[config.mk]
export PLATFORM = sky130hd
export DESIGN_NAME = tpw_top
export DESIGN_NICKNAME = d
export VERILOG_FILES = /design/src/pkg/tpw_pkg.sv /design/src/rtl/tpw_pwm_chan.sv /design/src/rtl/tpw_top.sv
export VERILOG_INCLUDE_DIRS = /design/src /design/src/pkg
export SDC_FILE = /design/constraint.sdc
export NUM_CORES = 1
export LEC_CHECK = 0
export CORE_ASPECT_RATIO = 0.75
export CORE_MARGIN = 10
export CORE_UTILIZATION = 64
export DETAILED_ROUTE_END_ITERATION = 12
export DONT_BUFFER_PORTS = 1
export PLACE_DENSITY = 0.8
export SKIP_CTS_REPAIR_TIMING = 1
export SLEW_MARGIN = 20
export SYNTH_ARGS = -nofsm -noshare
export SYNTH_HDL_FRONTEND = slang
export SYNTH_SLANG_ARGS = --single-unit
[constraint.sdc]
create_clock -name i_sys_clk -period 2.75 [get_ports i_sys_clk]
set_input_delay 0.55 -clock i_sys_clk [delete_from_list [all_inputs] [get_ports i_sys_clk]]
set_output_delay 0.55 -clock i_sys_clk [all_outputs]
set_load 0.005 [all_outputs]
[src/pkg/tpw_regs.svh]
// Register offsets, field positions, reset values and codes of the timer/PWM block
`ifndef TPW_REGS_SVH
`define TPW_REGS_SVH

// ==========================================================
// Word indices (byte address bits 6:2)
`define TPW_ADDR_W 7
`define TPW_IDX_MODE0 5'h00
`define TPW_IDX_MATCH0 5'h04
`define TPW_IDX_MODE4 5'h08
`define TPW_IDX_MATCH4_LO 5'h09
`define TPW_IDX_MATCH4_HI 5'h0a
`define TPW_IDX_PORT_SEL 5'h0b
`define TPW_IDX_EDGE_SEL 5'h0c
`define TPW_IDX_EDGE_SEL4 5'h0d
`define TPW_IDX_FLAGS 5'h0e
`define TPW_IDX_PWM_PERIOD0 5'h0f
`define TPW_IDX_PWM_DUTY0 5'h10
`define TPW_IDX_PWM_EXT0 5'h11
`define TPW_IDX_PWM_STRIDE 5'h03

// ==========================================================
// Field positions
`define TPW_PSEL_PWM0 0
`define TPW_PSEL_PWM1 1
`define TPW_EXT_PERIOD_HI 3
`define TPW_EXT_PERIOD_LO 2
`define TPW_EXT_DUTY_HI 1
`define TPW_EXT_DUTY_LO 0

// ==========================================================
// Reset values and codes
`define TPW_RST_BYTE 8'h00
`define TPW_CLKSEL_EXT 3'h7
`define TPW_EDGE_FALL 2'h0
`define TPW_EDGE_RISE 2'h1
`define TPW_EDGE_BOTH 2'h2
`define TPW_DUTY_FORCE_OFF 10'h100
`define TPW_PWM_CNT_START 10'h001
`define TPW_PRESCALE_W 7

`endif

[src/pkg/tpw_pkg.sv]
// Types shared by the timer/PWM block
package tpw_pkg;

  // ==========================================================
  // Per-timer mode register layout, msb first
  typedef struct packed {
    logic duty_level_invert;        // duty_level_invert
    logic pwm_en;     // first_pwm_enable (odd timers)
    logic cascade;    // cascade_pair_enable (odd timers)
    logic cap_en;     // capture enable
    logic run;        // count enable
    logic [2:0] clksel;
  } tpw_mode_t;

  // Configuration handed to one PWM channel
  typedef struct packed {
    logic [9:0] period;
    logic [9:0] duty_hold;
    logic duty_level_invert;
  } tpw_pwm_cfg_t;

  // Bus slave phase
  typedef enum logic {BUS_IDLE, BUS_DONE} tpw_bus_st_t;

endpackage

[src/rtl/tpw_pwm_chan.sv]
// One 10-bit double-buffered PWM channel
`timescale 1ns/1ps
`include "tpw_regs.svh"

module tpw_pwm_chan #(
  parameter int W = 10
) (
  input wire logic i_sys_clk,
  input wire logic i_reset,
  input wire logic i_enable,
  input wire logic i_tick,
  input wire tpw_pkg::tpw_pwm_cfg_t i_cfg,
  output logic o_pwm
);
  import tpw_pkg::*;

  logic [W-1:0] cnt;
  logic [W-1:0] duty_act;
  logic wrap;
  logic raw;

  // ==========================================================
  // Counter runs 1..period so a cycle lasts period ticks
  // period and duty in source ticks
  assign wrap = (cnt >= i_cfg.period);

  // duty moves to active stage only at period match or while reset or disabled
  always_ff @(posedge i_sys_clk) begin
    if (i_reset || !i_enable) begin
      cnt <= `TPW_PWM_CNT_START;
      duty_act <= i_cfg.duty_hold;
    end else if (i_tick) begin
      if (wrap) begin
        cnt <= `TPW_PWM_CNT_START;
        duty_act <= i_cfg.duty_hold;  // new duty after current period
      end else begin
        cnt <= cnt + W'(1);
      end
    end
  end

  // duty 100h holds the opposite level
  // duty equal to period keeps the duty level all the time
  assign raw = (duty_act != `TPW_DUTY_FORCE_OFF) && (cnt <= duty_act);

  // polarity picks the level of the duty portion
  always_ff @(posedge i_sys_clk) begin
    if (i_reset) begin
      o_pwm <= 1'b0;
    end else begin
      o_pwm <= i_enable ? (i_cfg.duty_level_invert ? raw : ~raw) : 1'b0;
    end
  end

endmodule

[src/rtl/tpw_top.sv]
// Cascaded timers with 8/16-bit capture and two 10-bit PWM outputs
//
// Local design decisions: the Avalon-MM interface to the registers and the register addresses.
`timescale 1ns/1ps
`include "tpw_regs.svh"

// How it works
// - wide capture behaves as byte capture but on the 16-bit pair value.
// - a wide pair counts from the lower timer's three-bit clock select.
// - timer 4 takes its count source from its own clock select.
// - two PWM outputs of up to 10 bits share timers 1 and 3.
// - period is period register plus extension bits 3:2.
// - duty is duty register plus extension bits 1:0.
// - duty is double-buffered, loaded at period match.
// - period and active time are the 10-bit values times source ticks.
// - second channel repeats the scheme with its own registers.
// - polarity bit selects the level of the duty portion.
// - duty equal to period gives constant duty-level output.
// - duty 100h gives constant opposite-level output.
// - duty changes wait for period end; period change keeps duty time.
// - trigger edge copies timer into capture, clears and restarts it.
// - capture shares the match address and is read in capture mode.
// - match flag still sets in capture mode.
module tpw_top (
  input wire logic i_sys_clk,
  input wire logic i_reset,
  input wire logic [`TPW_ADDR_W-1:0] i_avs_address,
  input wire logic i_avs_read,
  input wire logic i_avs_write,
  input wire logic [31:0] i_avs_writedata,
  output logic [31:0] o_avs_readdata,
  output logic o_avs_waitrequest,
  input wire logic [4:0] i_capture_trigger_input,
  input wire logic [2:0] i_ext_count,
  output logic [4:0] o_match_flag,
  output logic [1:0] o_pwm_pin,
  output logic [1:0] o_pwm_pin_oe
);
  import tpw_pkg::*;

  // ==========================================================
  // Bus slave
  tpw_bus_st_t bus_st;
  tpw_bus_st_t next_bus_st;
  logic req;
  logic acc_wr;
  logic [4:0] idx;
  logic [7:0] wbyte;
  logic [31:0] rd_mux;

  // One wait state: request seen, then answered on the next edge
  assign req = i_avs_read | i_avs_write;
  assign o_avs_waitrequest = req && (bus_st == BUS_IDLE);
  assign acc_wr = i_avs_write && (bus_st == BUS_DONE);
  assign idx = i_avs_address[`TPW_ADDR_W-1:2];
  assign wbyte = i_avs_writedata[7:0];
  assign next_bus_st = (req && bus_st == BUS_IDLE) ? BUS_DONE : BUS_IDLE;

  always_ff @(posedge i_sys_clk) begin
    if (i_reset) begin
      bus_st <= BUS_IDLE;
      o_avs_readdata <= 32'h0000_0000;
    end else begin
      bus_st <= next_bus_st;
      if (i_avs_read && bus_st == BUS_IDLE) begin
        o_avs_readdata <= rd_mux;
      end
    end
  end

  // ==========================================================
  // Software registers
  tpw_mode_t mode [0:4];
  logic [7:0] match [0:3];
  logic [7:0] cap [0:3];
  logic [15:0] match4;
  logic [15:0] cap4;
  logic [7:0] port_sel;
  logic [7:0] edge_sel;
  logic [1:0] edge_sel4;
  logic [4:0] flags;
  logic [4:0] flag_set;
  logic [7:0] pwm_period [0:1];
  logic [7:0] pwm_duty [0:1];
  logic [3:0] pwm_ext [0:1];

  // Write strobes for simple byte registers
  logic wr_mode4;
  logic wr_m4lo;
  logic wr_m4hi;
  assign wr_mode4 = acc_wr && idx == `TPW_IDX_MODE4;
  assign wr_m4lo = acc_wr && idx == `TPW_IDX_MATCH4_LO;
  assign wr_m4hi = acc_wr && idx == `TPW_IDX_MATCH4_HI;

  always_ff @(posedge i_sys_clk) begin
    if (i_reset) begin
      mode[4] <= tpw_mode_t'(`TPW_RST_BYTE);
      match4 <= {`TPW_RST_BYTE, `TPW_RST_BYTE};
      port_sel <= `TPW_RST_BYTE;
      edge_sel <= `TPW_RST_BYTE;
      edge_sel4 <= `TPW_EDGE_FALL;
    end else begin
      if (wr_mode4) mode[4] <= tpw_mode_t'(wbyte);
      if (wr_m4lo) match4[7:0] <= wbyte;
      if (wr_m4hi) match4[15:8] <= wbyte;
      if (acc_wr && idx == `TPW_IDX_PORT_SEL) port_sel <= wbyte;
      if (acc_wr && idx == `TPW_IDX_EDGE_SEL) edge_sel <= wbyte;
      if (acc_wr && idx == `TPW_IDX_EDGE_SEL4) edge_sel4 <= wbyte[1:0];
    end
  end

  // Sticky match flags; write one clears, a new match in the same cycle wins
  always_ff @(posedge i_sys_clk) begin
    if (i_reset) begin
      flags <= 5'h00;
    end else begin
      flags <= (flags & ~((acc_wr && idx == `TPW_IDX_FLAGS) ? wbyte[4:0] : 5'h00)) | flag_set;
    end
  end
  assign o_match_flag = flags;

  // ==========================================================
  // Count sources: free prescaler and synchronous external edges
  logic [`TPW_PRESCALE_W-1:0] presc;
  logic [2:0] ext_prev;
  logic [2:0] ext_rise;
  logic [4:0] trg_prev;
  logic [4:0] tick;
  logic [4:0] trg;

  always_ff @(posedge i_sys_clk) begin
    if (i_reset) begin
      presc <= '0;
      ext_prev <= 3'h0;
      trg_prev <= 5'h00;
    end else begin
      presc <= presc + `TPW_PRESCALE_W'(1);
      ext_prev <= i_ext_count;
      trg_prev <= i_capture_trigger_input;
    end
  end
  assign ext_rise = i_ext_count & ~ext_prev;

  // Divide by 2^(sel+1); only timers 0, 2 and 4 own an external input
  function automatic logic src_tick(input logic [2:0] sel, input logic ext,
                                    input logic has_ext, input logic [`TPW_PRESCALE_W-1:0] p);
    logic [`TPW_PRESCALE_W-1:0] msk;
    msk = `TPW_PRESCALE_W'((8'h02 << sel) - 8'h01);
    if (sel == `TPW_CLKSEL_EXT) begin
      src_tick = has_ext & ext;
    end else begin
      src_tick = ((p & msk) == msk);
    end
  endfunction

  // Edge detect of a trigger per its two-bit select
  function automatic logic edge_hit(input logic [1:0] sel, input logic cur, input logic prv);
    case (sel)
      `TPW_EDGE_FALL: edge_hit = prv & ~cur;
      `TPW_EDGE_RISE: edge_hit = cur & ~prv;
      `TPW_EDGE_BOTH: edge_hit = cur ^ prv;
      default: edge_hit = 1'b0;
    endcase
  endfunction

  // timer 4 uses its own select; pairs use lower select
  genvar t;
  generate
    for (t = 0; t < 5; t++) begin : g_src
      localparam logic HAS_EXT = (t % 2) == 0;
      localparam int EXT_I = t / 2;
      assign tick[t] = mode[t].run & src_tick(mode[t].clksel, ext_rise[EXT_I], HAS_EXT, presc);
      assign trg[t] = edge_hit((t == 4) ? edge_sel4 : edge_sel[2*(t%4)+:2],
                               i_capture_trigger_input[t], trg_prev[t]);
    end
  endgenerate

  // ==========================================================
  // Timer pairs 0/1 and 2/3
  logic [7:0] cnt [0:3];
  logic [3:0] cap_mode;

  genvar p;
  generate
    for (p = 0; p < 2; p++) begin : g_pair
      localparam int LO = 2 * p;
      localparam int HI = 2 * p + 1;
      logic wide;
      logic wcap;
      logic m16;
      logic m_lo;
      logic m_hi;
      logic [7:0] next_lo;
      logic [7:0] next_hi;
      logic [7:0] next_cap_lo;
      logic [7:0] next_cap_hi;
      logic [15:0] inc16;
      logic ev_lo;
      logic ev_hi;

      // pairing decoded from the upper timer's mode bits
      assign wide = mode[HI].cascade & ~mode[HI].pwm_en;
      assign wcap = wide & mode[HI].cap_en;
      assign cap_mode[LO] = wide ? wcap : mode[LO].cap_en;
      assign cap_mode[HI] = wide ? wcap : mode[HI].cap_en;
      assign m16 = {cnt[HI], cnt[LO]} == {match[HI], match[LO]};
      assign m_lo = cnt[LO] == match[LO];
      assign m_hi = cnt[HI] == match[HI];
      assign inc16 = {cnt[HI], cnt[LO]} + 16'h0001;

      // match events set flags whether or not capture is on
      assign ev_lo = tick[LO] & (wide ? m16 : m_lo);
      assign ev_hi = ~wide & ~mode[HI].pwm_en & tick[HI] & m_hi;
      assign flag_set[LO] = ev_lo;
      assign flag_set[HI] = ev_hi;

      always_comb begin
        next_lo = cnt[LO];
        next_hi = cnt[HI];
        next_cap_lo = cap[LO];
        next_cap_hi = cap[HI];
        if (wide) begin
          // same capture flow on the 16-bit value
          if (wcap && trg[LO]) begin
            // each byte to its own capture register, same edge
            next_cap_lo = cnt[LO];
            next_cap_hi = cnt[HI];
            next_lo = 8'h00;
            next_hi = 8'h00;
          end else if (tick[LO]) begin
            next_lo = m16 ? 8'h00 : inc16[7:0];
            next_hi = m16 ? 8'h00 : inc16[15:8];
          end
        end else begin
          // capture, clear and restart on the trigger edge
          if (mode[LO].cap_en && trg[LO]) begin
            next_cap_lo = cnt[LO];
            next_lo = 8'h00;
          end else if (tick[LO]) begin
            next_lo = m_lo ? 8'h00 : cnt[LO] + 8'h01;
          end
          // PWM enable parks the byte timer
          if (mode[HI].pwm_en) begin
            next_hi = 8'h00;
          end else if (mode[HI].cap_en && trg[HI]) begin
            next_cap_hi = cnt[HI];
            next_hi = 8'h00;
          end else if (tick[HI]) begin
            next_hi = m_hi ? 8'h00 : cnt[HI] + 8'h01;
          end
        end
      end

      always_ff @(posedge i_sys_clk) begin
        if (i_reset) begin
          cnt[LO] <= 8'h00;
          cnt[HI] <= 8'h00;
          cap[LO] <= 8'h00;
          cap[HI] <= 8'h00;
        end else begin
          cnt[LO] <= next_lo;
          cnt[HI] <= next_hi;
          cap[LO] <= next_cap_lo;
          cap[HI] <= next_cap_hi;
        end
      end
    end
  endgenerate

  // Mode and match registers of timers 0..3
  generate
    for (t = 0; t < 4; t++) begin : g_treg
      always_ff @(posedge i_sys_clk) begin
        if (i_reset) begin
          mode[t] <= tpw_mode_t'(`TPW_RST_BYTE);
          match[t] <= `TPW_RST_BYTE;
        end else begin
          if (acc_wr && idx == `TPW_IDX_MODE0 + 5'(t)) mode[t] <= tpw_mode_t'(wbyte);
          if (acc_wr && idx == `TPW_IDX_MATCH0 + 5'(t)) match[t] <= wbyte;
        end
      end
    end
  endgenerate

  // ==========================================================
  // Timer 4: always 16 bits
  logic [15:0] cnt4;
  logic m4;
  assign m4 = cnt4 == match4;
  assign flag_set[4] = tick[4] & m4;

  // timer 4 capture on its trigger edge
  always_ff @(posedge i_sys_clk) begin
    if (i_reset) begin
      cnt4 <= 16'h0000;
      cap4 <= 16'h0000;
    end else if (mode[4].cap_en && trg[4]) begin
      cap4 <= cnt4;
      cnt4 <= 16'h0000;
    end else if (tick[4]) begin
      cnt4 <= m4 ? 16'h0000 : cnt4 + 16'h0001;
    end
  end

  // ==========================================================
  // PWM channels on timers 1 and 3
  tpw_pwm_cfg_t pwm_cfg [0:1];
  logic [1:0] pwm_wave;

  // two identical channels, each with its own registers
  generate
    for (p = 0; p < 2; p++) begin : g_pwm
      localparam int HT = 2 * p + 1;
      logic [4:0] base;
      assign base = 5'(p) * `TPW_IDX_PWM_STRIDE;

      always_ff @(posedge i_sys_clk) begin
        if (i_reset) begin
          pwm_period[p] <= `TPW_RST_BYTE;
          pwm_duty[p] <= `TPW_RST_BYTE;
          pwm_ext[p] <= 4'h0;
        end else begin
          if (acc_wr && idx == `TPW_IDX_PWM_PERIOD0 + base) pwm_period[p] <= wbyte;
          if (acc_wr && idx == `TPW_IDX_PWM_DUTY0 + base) pwm_duty[p] <= wbyte;
          if (acc_wr && idx == `TPW_IDX_PWM_EXT0 + base) pwm_ext[p] <= wbyte[3:0];
        end
      end

      // period high bits from extension 3:2
      assign pwm_cfg[p].period = {pwm_ext[p][`TPW_EXT_PERIOD_HI:`TPW_EXT_PERIOD_LO], pwm_period[p]};
      // duty high bits from extension 1:0, held until period match
      assign pwm_cfg[p].duty_hold = {pwm_ext[p][`TPW_EXT_DUTY_HI:`TPW_EXT_DUTY_LO], pwm_duty[p]};
      assign pwm_cfg[p].duty_level_invert = mode[HT].duty_level_invert;

      // channel runs only while the timer's PWM enable is set
      tpw_pwm_chan #(.W(10)) u_chan (
        .i_sys_clk(i_sys_clk),
        .i_reset(i_reset),
        .i_enable(mode[HT].pwm_en),
        .i_tick(tick[HT]),
        .i_cfg(pwm_cfg[p]),
        .o_pwm(pwm_wave[p])
      );
    end
  endgenerate

  // pin carries the wave only when its port-select bit is one
  assign o_pwm_pin_oe = {port_sel[`TPW_PSEL_PWM1], port_sel[`TPW_PSEL_PWM0]};
  assign o_pwm_pin = pwm_wave & o_pwm_pin_oe;

  // ==========================================================
  // Read mux; unmapped addresses read zero
  // match address returns capture while in capture mode
  always_comb begin
    rd_mux = 32'h0000_0000;
    case (idx)
      `TPW_IDX_MODE4: rd_mux[7:0] = mode[4];
      `TPW_IDX_MATCH4_LO: rd_mux[7:0] = mode[4].cap_en ? cap4[7:0] : match4[7:0];
      `TPW_IDX_MATCH4_HI: rd_mux[7:0] = mode[4].cap_en ? cap4[15:8] : match4[15:8];
      `TPW_IDX_PORT_SEL: rd_mux[7:0] = port_sel;
      `TPW_IDX_EDGE_SEL: rd_mux[7:0] = edge_sel;
      `TPW_IDX_EDGE_SEL4: rd_mux[1:0] = edge_sel4;
      `TPW_IDX_FLAGS: rd_mux[4:0] = flags;
      default: begin
        for (int i = 0; i < 4; i++) begin
          if (idx == `TPW_IDX_MODE0 + 5'(i)) rd_mux[7:0] = mode[i];
          if (idx == `TPW_IDX_MATCH0 + 5'(i)) rd_mux[7:0] = cap_mode[i] ? cap[i] : match[i];
        end
        for (int i = 0; i < 2; i++) begin
          if (idx == `TPW_IDX_PWM_PERIOD0 + 5'(i * 3)) rd_mux[7:0] = pwm_period[i];
          if (idx == `TPW_IDX_PWM_DUTY0 + 5'(i * 3)) rd_mux[7:0] = pwm_duty[i];
          if (idx == `TPW_IDX_PWM_EXT0 + 5'(i * 3)) rd_mux[3:0] = pwm_ext[i];
        end
      end
    endcase
  end

endmodule

**Yosys cells after proc, flatten, opt, wreduce, memory -nomap -nowiden**

Memory sizes are Yosys's and may differ from the RTL's.
Cells that the tools add are included.

- Input port bits: 51
- Memories: 7
- Bits in writable memories: 176
- Output and inout port bits: 42
- Register bits after elaboration: 137
- Word-level logic and storage cells: 404

- Shift-type cells: 5
- Reduce and logical (&&, ||, !) cells: 53
- Mux-type cells: 167
- $lt $le $gt $ge: 4
- Equality and inequality tests: 49
- $add $sub $neg: 15
- Bitwise operators: 85

Memory list:

| memory | depth | width | rd ports | clocked after Yosys merged registers in | write ports | RTL line | source |
|---|---|---|---|---|---|---|---|
| mode | 5 | 8 | 5 | 0 | 5 | tpw_top.sv:73 | `tpw_mode_t mode [0:4];` |
| cap | 4 | 8 | 4 | 0 | 4 | tpw_top.sv:75 | `logic [7:0] cap [0:3];` |
| cnt | 4 | 8 | 4 | 0 | 4 | tpw_top.sv:180 | `logic [7:0] cnt [0:3];` |
| match | 4 | 8 | 4 | 0 | 4 | tpw_top.sv:74 | `logic [7:0] match [0:3];` |
| pwm_duty | 2 | 8 | 2 | 0 | 2 | tpw_top.sv:84 | `logic [7:0] pwm_duty [0:1];` |
| pwm_period | 2 | 8 | 2 | 0 | 2 | tpw_top.sv:83 | `logic [7:0] pwm_period [0:1];` |
| 1 more memories | n/a | n/a | n/a | n/a | n/a | n/a |  |

Operators with widths:

| cell | number |
|---|---|
| 8-bit 2-to-1 mux | 83 |
| 10-bit 2-to-1 mux | 8 |
| 1-bit 2-to-1 mux | 62 |
| 16-bit by 1-bit adder with 16-bit output (second input constant) | 3 |
| 16-bit == test | 3 |
| 5-bit by 4-bit == test with 1-bit output (second input constant) | 8 |
| 7-bit AND | 5 |
| 7-bit == test | 5 |
| 2-bit by 3-bit << shifter with 7-bit output (first input constant) | 5 |
| 7-bit by 1-bit subtractor with 7-bit output (second input constant) | 5 |
| 1-bit logical AND | 33 |
| 8-bit by 1-bit adder with 8-bit output (second input constant) | 4 |
| 8-bit == test | 4 |
| 1-bit AND | 28 |
| 5-bit == test (second input constant) | 5 |
| 1-bit bitwise OR | 24 |
| 3-bit one-hot mux with 7 select lines | 1 |
| 10-bit by 1-bit adder with 10-bit output (second input constant) | 2 |
| 5-bit by 3-bit == test with 1-bit output (second input constant) | 4 |
| 10-bit >= comparator | 2 |
| 10-bit less-or-equal comparator | 2 |
| 10-bit by 9-bit != test with 1-bit output (second input constant) | 2 |
| 3-bit one-hot mux with 6 select lines | 1 |
| 1-bit NOT | 17 |
| other kinds (25) | 62 |

**Logic depth before layout (Yosys ltp)**

Gate-level depths: netlist of the first run.
An unclocked memory read counts as a cell.

- Depth in word-level cells: 20
- Gate-level depth with buffers: 12
- Depth with buffers taken out: 10

**Hierarchy**

Synthesis of the first run repeated with hierarchy kept, for this count alone.

- Cell total of the unflattened synthesis: 1872
- Area, all modules: 17435.5 sq um

By module, submodules not included:

| module | times used | cells an instance | area an instance (sq um) |
|---|---|---|---|
| tpw_top | 1 | 1590 | 14645.3 |
| tpw_pwm_chan | 2 | 141 | 1395.1 |

**Worst setup path before layout of the first run**

No wires, ideal clock.

- Kind: reg2reg
- Start point: mem mode[0][32] in the netlist's numbering
- End point: reg cnt4[12]
- Arrival: 2.401 ns
- Data required time: 2.679 ns
- Setup time: 0.071 ns
- Period minus slack after synthesis: 2.473 ns
- Path slack: 0.277 ns
- Cell stages (with the launch flop): 9
- Path through: edfxtp_1 > or3_1 > ha_1 > mux2_2 > a222oi_1 > a21oi_1 > buf_2 > or3_1 > a21oi_1

RTL lines:

| what | RTL line | source |
|---|---|---|
| start, declared | tpw_top.sv:73 |  |
| end signal, assigned | tpw_top.sv:301 | `cnt4 <= m4 ? 16'h0000 : cnt4 + 16'h0001;` |
| end, declared | tpw_top.sv:287 | `logic [15:0] cnt4;` |

==> impl_results.md, run 1 <==
- Post-synth ARST share: 0%
- Number of remaining DRC errors: 0
- CORE AREA: 26160 um2
- Synth unique cells: 99
- Wire per inst: 22.89 um
- CP max-delay cell: edfxtp_1
- Post-synthesis xor/xnor area fraction: 5.208%
- Critical-path maximum fanout: 21
- Die W: 209.0 um
- DP HPWL: 35690 um
- Setup Skew: 0.02933 ns
- Die H: 161.8 um
- DR iter-0 viols: 2174
- WL final: 50630 um
- Placed Cells incl. Taps: 2152
- Cells after Synth: 1839
- Worst-margin pin slew: 0.8986 ns
- WP data required: 3.25 ns
- CP delay by family, top: simple AND/OR/NAND/NOR gates
- Pre-CTS setup slack: 0.1298 ns
- Port Buffers: 0
- Min Tclk post-route: 2.643 ns
- Met2 WL: 21020 um
- Antenna violations before repair: 1
- Sink Count: 313
- Clk_lat worst skew: 0.61 ns
- Synth Area in Adders: 4.304%
- Synth top area share: 23.11%
- Buf+Inv Stages, Crit Path: 1
- Post-Synth Simple-Gate Area: 20.22%
- Routed wl met3: 7212 um
- Number of global-route vias before repair: 13460
- CP Cell Sequence: or3_1 > ha_1 > mux2_2 > a222oi_1 > a21oi_1 > buf_4 > nor3_1 > xnor2_1 > nor2_1
- Main synth FF type: dfxtp_1
- H-tree depth: 1
- Worst vdd ir: 0.0006657 V
- Mux cell area share after synthesis: 6.842%
- Non-filler instance count after layout: 2212
- Area delta synth->final: 8.804%
- Setup TNS: 0 ns
- Peak Freq: 0.3784 GHz
- Largest family of logic cells by synthesized area: simple AND/OR/NAND/NOR gates
- Routed vias/inst: 6.486
- Leak Pwr: 7.456 nW
- Post-synth EDFFs: 132
- Startpoint Class: flip-flop
- Final Hold Fails: 0
- DR pass1 iterations: 6
- Final Core Density: 71.33%
- Synth Register Bits: 313
- Layout Nets: 1951
- Met1 WL: 20800 um
- Layout cells sized above 1: 9.110%
- Max-cap viol count: 0
- Relative slew margins: 40.03%
- ANT nets after route: 0
- Setup repair after global routing missed its margin: false
- Period utilization: 96.10%
- Worst Path Class, Setup: reg -> reg
- Overflow after GRT: 0
- Row cnt: 51
- Root buffer cell: clkbuf_16
- Synth warn: 0
- Hold crit path type: in -> reg
- Die ar.: 33820 um2
- Fin. max-slew vios: 0
- First-pass GRT wire length: 77960 um
- Synth area leaders: edfxtp_1, dfxtp_1, mux2i_1
- Clk buf depth: 3
- Via count: 14350
- CTS tree: done
- Largest incremental delay on the critical path: 0.40 ns
- Synth Area in Compound Gates: 13.72%
- TritonCTS Buffers: 31
- Final setup viols: 0
- Synth area leader: edfxtp_1
- Syn_area_per_cell: 9.327 um2
- Synth Cell Area: 17150 um2
- GRT Util Overall: 28.70%
- Top cell types by occurrence after synthesis: nor2_1, dfxtp_1, nand2_1
- Clk pin slew, worst setup/hold paths: 0.07 ns
- # IOs: 93
- Most frequent cell after synthesis: nor2_1
- Total Power: 0.01028 W
- Sequential area share after synthesis: 44.23%
- Worst setup margin: 0.1072 ns
- Crit end category: flip-flop
- Largest net degree at the start of global routing: 126
- Max Used Layer: met4
- Starting Density: 65.56%
- Critical Path AT: 3.14 ns
- RePlAce Congestion: 0.9912
- Power per cell area: 550.8 nW/um2
- Status: complete, no violations
==> cell families after synthesis <==
family                     count (synthesis)
and+or+nand+nor                          701
AOI/OAI and AO/OA                        347
DFF                                      313
buffers and inverters                    203
muxes                                    113
xor gates and xnor gates                 102
adders and majority gates                 59
other                                      1
==> registers in the layout (all words and copies together) (netlist names), 2 cells and up <==
signal	flops
o_match_flag	5
edge_sel	8
trg_prev	5
mode	40
ext_prev	3
g_pwm.u_chan.o_pwm	2
edge_sel4	2
match	32
g_pwm.u_chan.duty_act	20
presc	7
cnt4	16
pwm_ext	8
pwm_duty	16
cnt	32
match4	16
cap	32
port_sel	8
o_avs_readdata	8
cap4	16
g_pwm.u_chan.cnt	20
pwm_period	16
==> cell usage in the layout, fill, tap and decap left out, types with 10 or more instances in the layout <==
cell type | netlist | final
ha_1 | 59 | 59
nor3_1 | 30 | 29
inv_1 | 75 | 75
nand2b_1 | 17 | 17
conb_1 | 1 | 24
o21ai_0 | 62 | 61
nor2b_1 | 22 | 22
mux2_2 | 13 | 13
a31oi_1 | 21 | 21
o211ai_1 | 11 | 11
a211oi_1 | 18 | 18
o22ai_1 | 16 | 16
xor2_1 | 57 | 57
nor4_1 | 11 | 11
nand3_1 | 52 | 52
and3_1 | 48 | 48
xnor2_1 | 45 | 45
a21o_1 | 10 | 10
nand2_1 | 147 | 147
mux2i_1 | 97 | 97
nor2_1 | 207 | 206
nand4_1 | 32 | 32
edfxtp_1 | 132 | 132
and2_1 | 95 | 95
a21oi_1 | 99 | 99
buf_4 | 30 | 67
dfxtp_1 | 181 | 181
a221oi_1 | 10 | 10
clkbuf_16 | 0 | 31
==> final timing paths <==
kind | from | to | slack [ns] | cells after the start
max | mode[0][32] | cnt4[9] | 0.11 | 9
min | i_reset | trg_prev[0] | 0.004 | 1
max reg2reg | mode[0][32] | cnt4[9] | 0.11 | 9
min reg2reg | pwm_duty[0][4] | g_pwm[0].u_chan.duty_act[4] | 0.46 | 0
==> power by group <==
group	internal (W)	switching, W	leakage [nW]
sequential	0.00494	0.000100	2.84
clock	0.00262	0.00193	0.526
combinational	0.000258	0.000439	4.09
==> through the flow <==
stage | cell area [um2] | hold slack [ns]
finish | 18660 | 0.004411
global route | 18660 | 0.001047
CTS | 18650 | 0.004503
detailed placement | 17570 | 0.4497
global placement | 17570 | 0.4407
floorplan | 17240 | 0.4222
==> routing by layer <==
| layer | track usage [%] | up-vias |
|---|---|---|
| met2 | 41.94 | 914 |
| met4 | 8.385 | 0 |
| li1 | - | 6497 |
| met1 | 39.92 | 6798 |
| met3 | 8.892 | 138 |
| met5 | 0 | - |
==> area by class of cell <==
type / count / area (um2)
Antenna cell: 2 / 5.005
Clock buffer: 36 / 824.5
Clock inverter: 22 / 254.0
Fill cell: 1959 / 7500
Inverter: 80 / 302.8
Multi-Input combinational cell: 1346 / 8725
Sequential cell: 313 / 7587
Tap cell: 344 / 430.4
Timing Repair Buffer: 69 / 534.3
Note: power is estimated with default switching activity, not from simulation.
==> run 2: changes to the inputs <==
--- a/config.mk
+++ b/config.mk
@@ -8,10 +8,11 @@
 export LEC_CHECK = 0
 export CORE_ASPECT_RATIO = 0.75
 export CORE_MARGIN = 10
-export CORE_UTILIZATION = 64
+export CORE_UTILIZATION = 55
+export CTS_BUF_LIST = sky130_fd_sc_hd__clkbuf_8
 export DETAILED_ROUTE_END_ITERATION = 12
 export DONT_BUFFER_PORTS = 1
-export PLACE_DENSITY = 0.8
+export PLACE_DENSITY = 0.7
 export SKIP_CTS_REPAIR_TIMING = 1
 export SLEW_MARGIN = 20
 export SYNTH_ARGS = -nofsm -noshare
==> run 2 against run 1 <==
Clock-buffer cell count increased by 19. Design area decreased by 0.25%. Register-to-register slack improved by 0.05 ns. Fmax increased by 1.8%. Via count decreased by 1.4%. Sequential cell count unchanged. Sequential share of layout area increased by 0.10 points.
==> impl_results.md, run 2 (synthesis results as in run 1) <==
- Die H: 172.9 um
- Power per cell area: 511.4 nW/um2
- Setup repair after global routing missed its margin: false
- Clk buf depth: 3
- Number of global-route vias before repair: 13230
- DR pass1 iterations: 6
- Max-cap viol count: 0
- Largest net degree at the start of global routing: 126
- Crit Reg-Reg Startpoint: mode[0][32]
- Die ar.: 38720 um2
- Crit. Startpoint: mode[0][32]
- Critical-path maximum fanout: 21
- Placed Cells incl. Taps: 2211
- Setup TNS: 0 ns
- Setup Skew: 0.03480 ns
- H-tree depth: 2
- Sink Count: 313
- Commonest non-fill, non-tap cell in the layout: nor2_1
- WP data required: 3.25 ns
- Cell internal pwr: 0.007040 W
- Peak Freq: 0.3854 GHz
- Largest register by flop count: mode
- TritonCTS Buffers: 50
- DP HPWL: 36580 um
- Post-Place Cell Area: 17650 um2
- Critical Path AT: 3.10 ns
- Status: complete, no violations
- Routed vias/inst: 6.123
- Clk pwr share: 39.7%
- Wire per inst: 22.36 um
- CTS tree: done
- Fin. max-slew vios: 0
- Starting Density: 56.27%
- Final Hold Fails: 0
- Hold crit path type: in -> reg
- GRT Util Overall: 25.68%
- # IOs: 93
- Period utilization: 94.36%
- Min Tclk post-route: 2.595 ns
- WL final: 51640 um
- Number of remaining DRC errors: 0
- Fillers: 2624
- Root buffer cell: clkbuf_8
- Area delta synth->final: 8.535%
- Via count: 14140
- Worst reg2reg setup slack: 0.15 ns
- Sw frac: 26.06%
- Final Core Density: 61.07%
- Startpoint Class: flip-flop
- First-pass GRT wire length: 78280 um
- Clk pin slew, worst setup/hold paths: 0.06 ns
- Combinational Power Share: 7.4%
- Leak Pwr: 7.523 nW
- RePlAce Congestion: 0.9695
- Max reg flops: 40
- Reg power frac: 52.9%
- Layout Nets: 1977
- Sw Pwr: 0.002481 W
- Row cnt: 55
- R2r endpoint: cnt4[0]
- WHS: 0.04552 ns
- DR iter-0 viols: 1812
- Design area: 18620 um2
- Layout cells sized above 1: 9.639%
- Worst Reg2Reg Path Length in Cells: 9
- Clk_lat worst skew: 0.63 ns
- Port Buffers: 0
- Die W: 223.9 um
- Non-filler instance count after layout: 2309
- Worst Path Class, Setup: reg -> reg
- CORE AREA: 30490 um2
- ANT nets after route: 0
- Antenna violations before repair: 2
- Relative slew margins: 46.27%
- Final setup viols: 0
- Worst setup path end: cnt4[0]
- Most frequent cells in the layout: nor2_1, dfxtp_1, nand2_1
- Overflow after GRT: 0
- Worst-margin pin slew: 0.8006 ns
- Crit end category: flip-flop
- Worst vdd ir: 0.0004078 V
run 2: metrics by stage:
| step | setup slack [ns] | power [W] |
|---|---|---|
| 2_1_floorplan | 0.2772 | 0.005646 |
| 3_3_place_gp | 0.2412 | 0.005779 |
| 3_5_place_dp | 0.1810 | 0.005795 |
| 4_1_cts | 0.1635 | 0.009498 |
| 5_1_grt | 0.003058 | 0.009840 |
| 6_report | 0.1550 | 0.009521 |
run 2: final cells by class:
| type | instances | area, um2 | share of cell area [%] |
|---|---|---|---|
| sequential | 313 | 7587 | 40.76 |
| multi-input combinational | 1346 | 8717 | 46.82 |
| inverter | 80 | 302.8 | 1.626 |
| antenna | 1 | 2.502 | 0.01344 |
| timing repair buffer | 76 | 588.1 | 3.159 |
| clock inverter | 39 | 162.7 | 0.8737 |
| tap | 399 | 499.2 | 2.682 |
| clock buffer | 55 | 757.0 | 4.066 |
run 2: power by group through the flow:
stage               Clock (W)  Sequential [W]  Combinational (W)
finish                0.00378         0.00504           0.000704
global route          0.00403         0.00505           0.000758
floorplan                   0         0.00509           0.000556
CTS                   0.00380         0.00504           0.000663
detailed placement          0         0.00514           0.000658
global placement            0         0.00513           0.000646
run 2: worst min-delay path by stage:
stage                              start                     endpoint  slack, ns  depth (start not counted)
after floorplan           pwm_duty[0][6]  g_pwm[0].u_chan.duty_act[6]       0.42                          0
after global placement    pwm_duty[0][4]  g_pwm[0].u_chan.duty_act[4]       0.44                          0
after detailed placement  pwm_duty[0][4]  g_pwm[0].u_chan.duty_act[4]       0.44                          0
after CTS                        i_reset                  trg_prev[0]      -0.03                          1
after global routing             i_reset                      cap4[9]      0.009                          1
final                            i_reset                      cap4[9]       0.05                          1
run 2: worst max-delay path, stage by stage, from the launching register on:
cell,delay (ns)
edfxtp_1,0.39
or3_1,0.39
ha_1,0.25
mux2_2,0.28
a222oi_1,0.31
a21oi_1,0.11
buf_4,0.23
o211ai_2,0.20
buf_4,0.24
nor2_1,0.08
run 2: layer usage:
| metal | vias to the layer above | share of wire, % | GRT usage [%] |
|---|---|---|---|
| li1 | 6560 | - | - |
| met1 | 6703 | 43 | 37.08 |
| met2 | 789 | 41 | 35.49 |
| met3 | 87 | 14 | 8.555 |
| met4 | 0 | 2.2 | 7.240 |
| met5 | - | 0 | 0 |
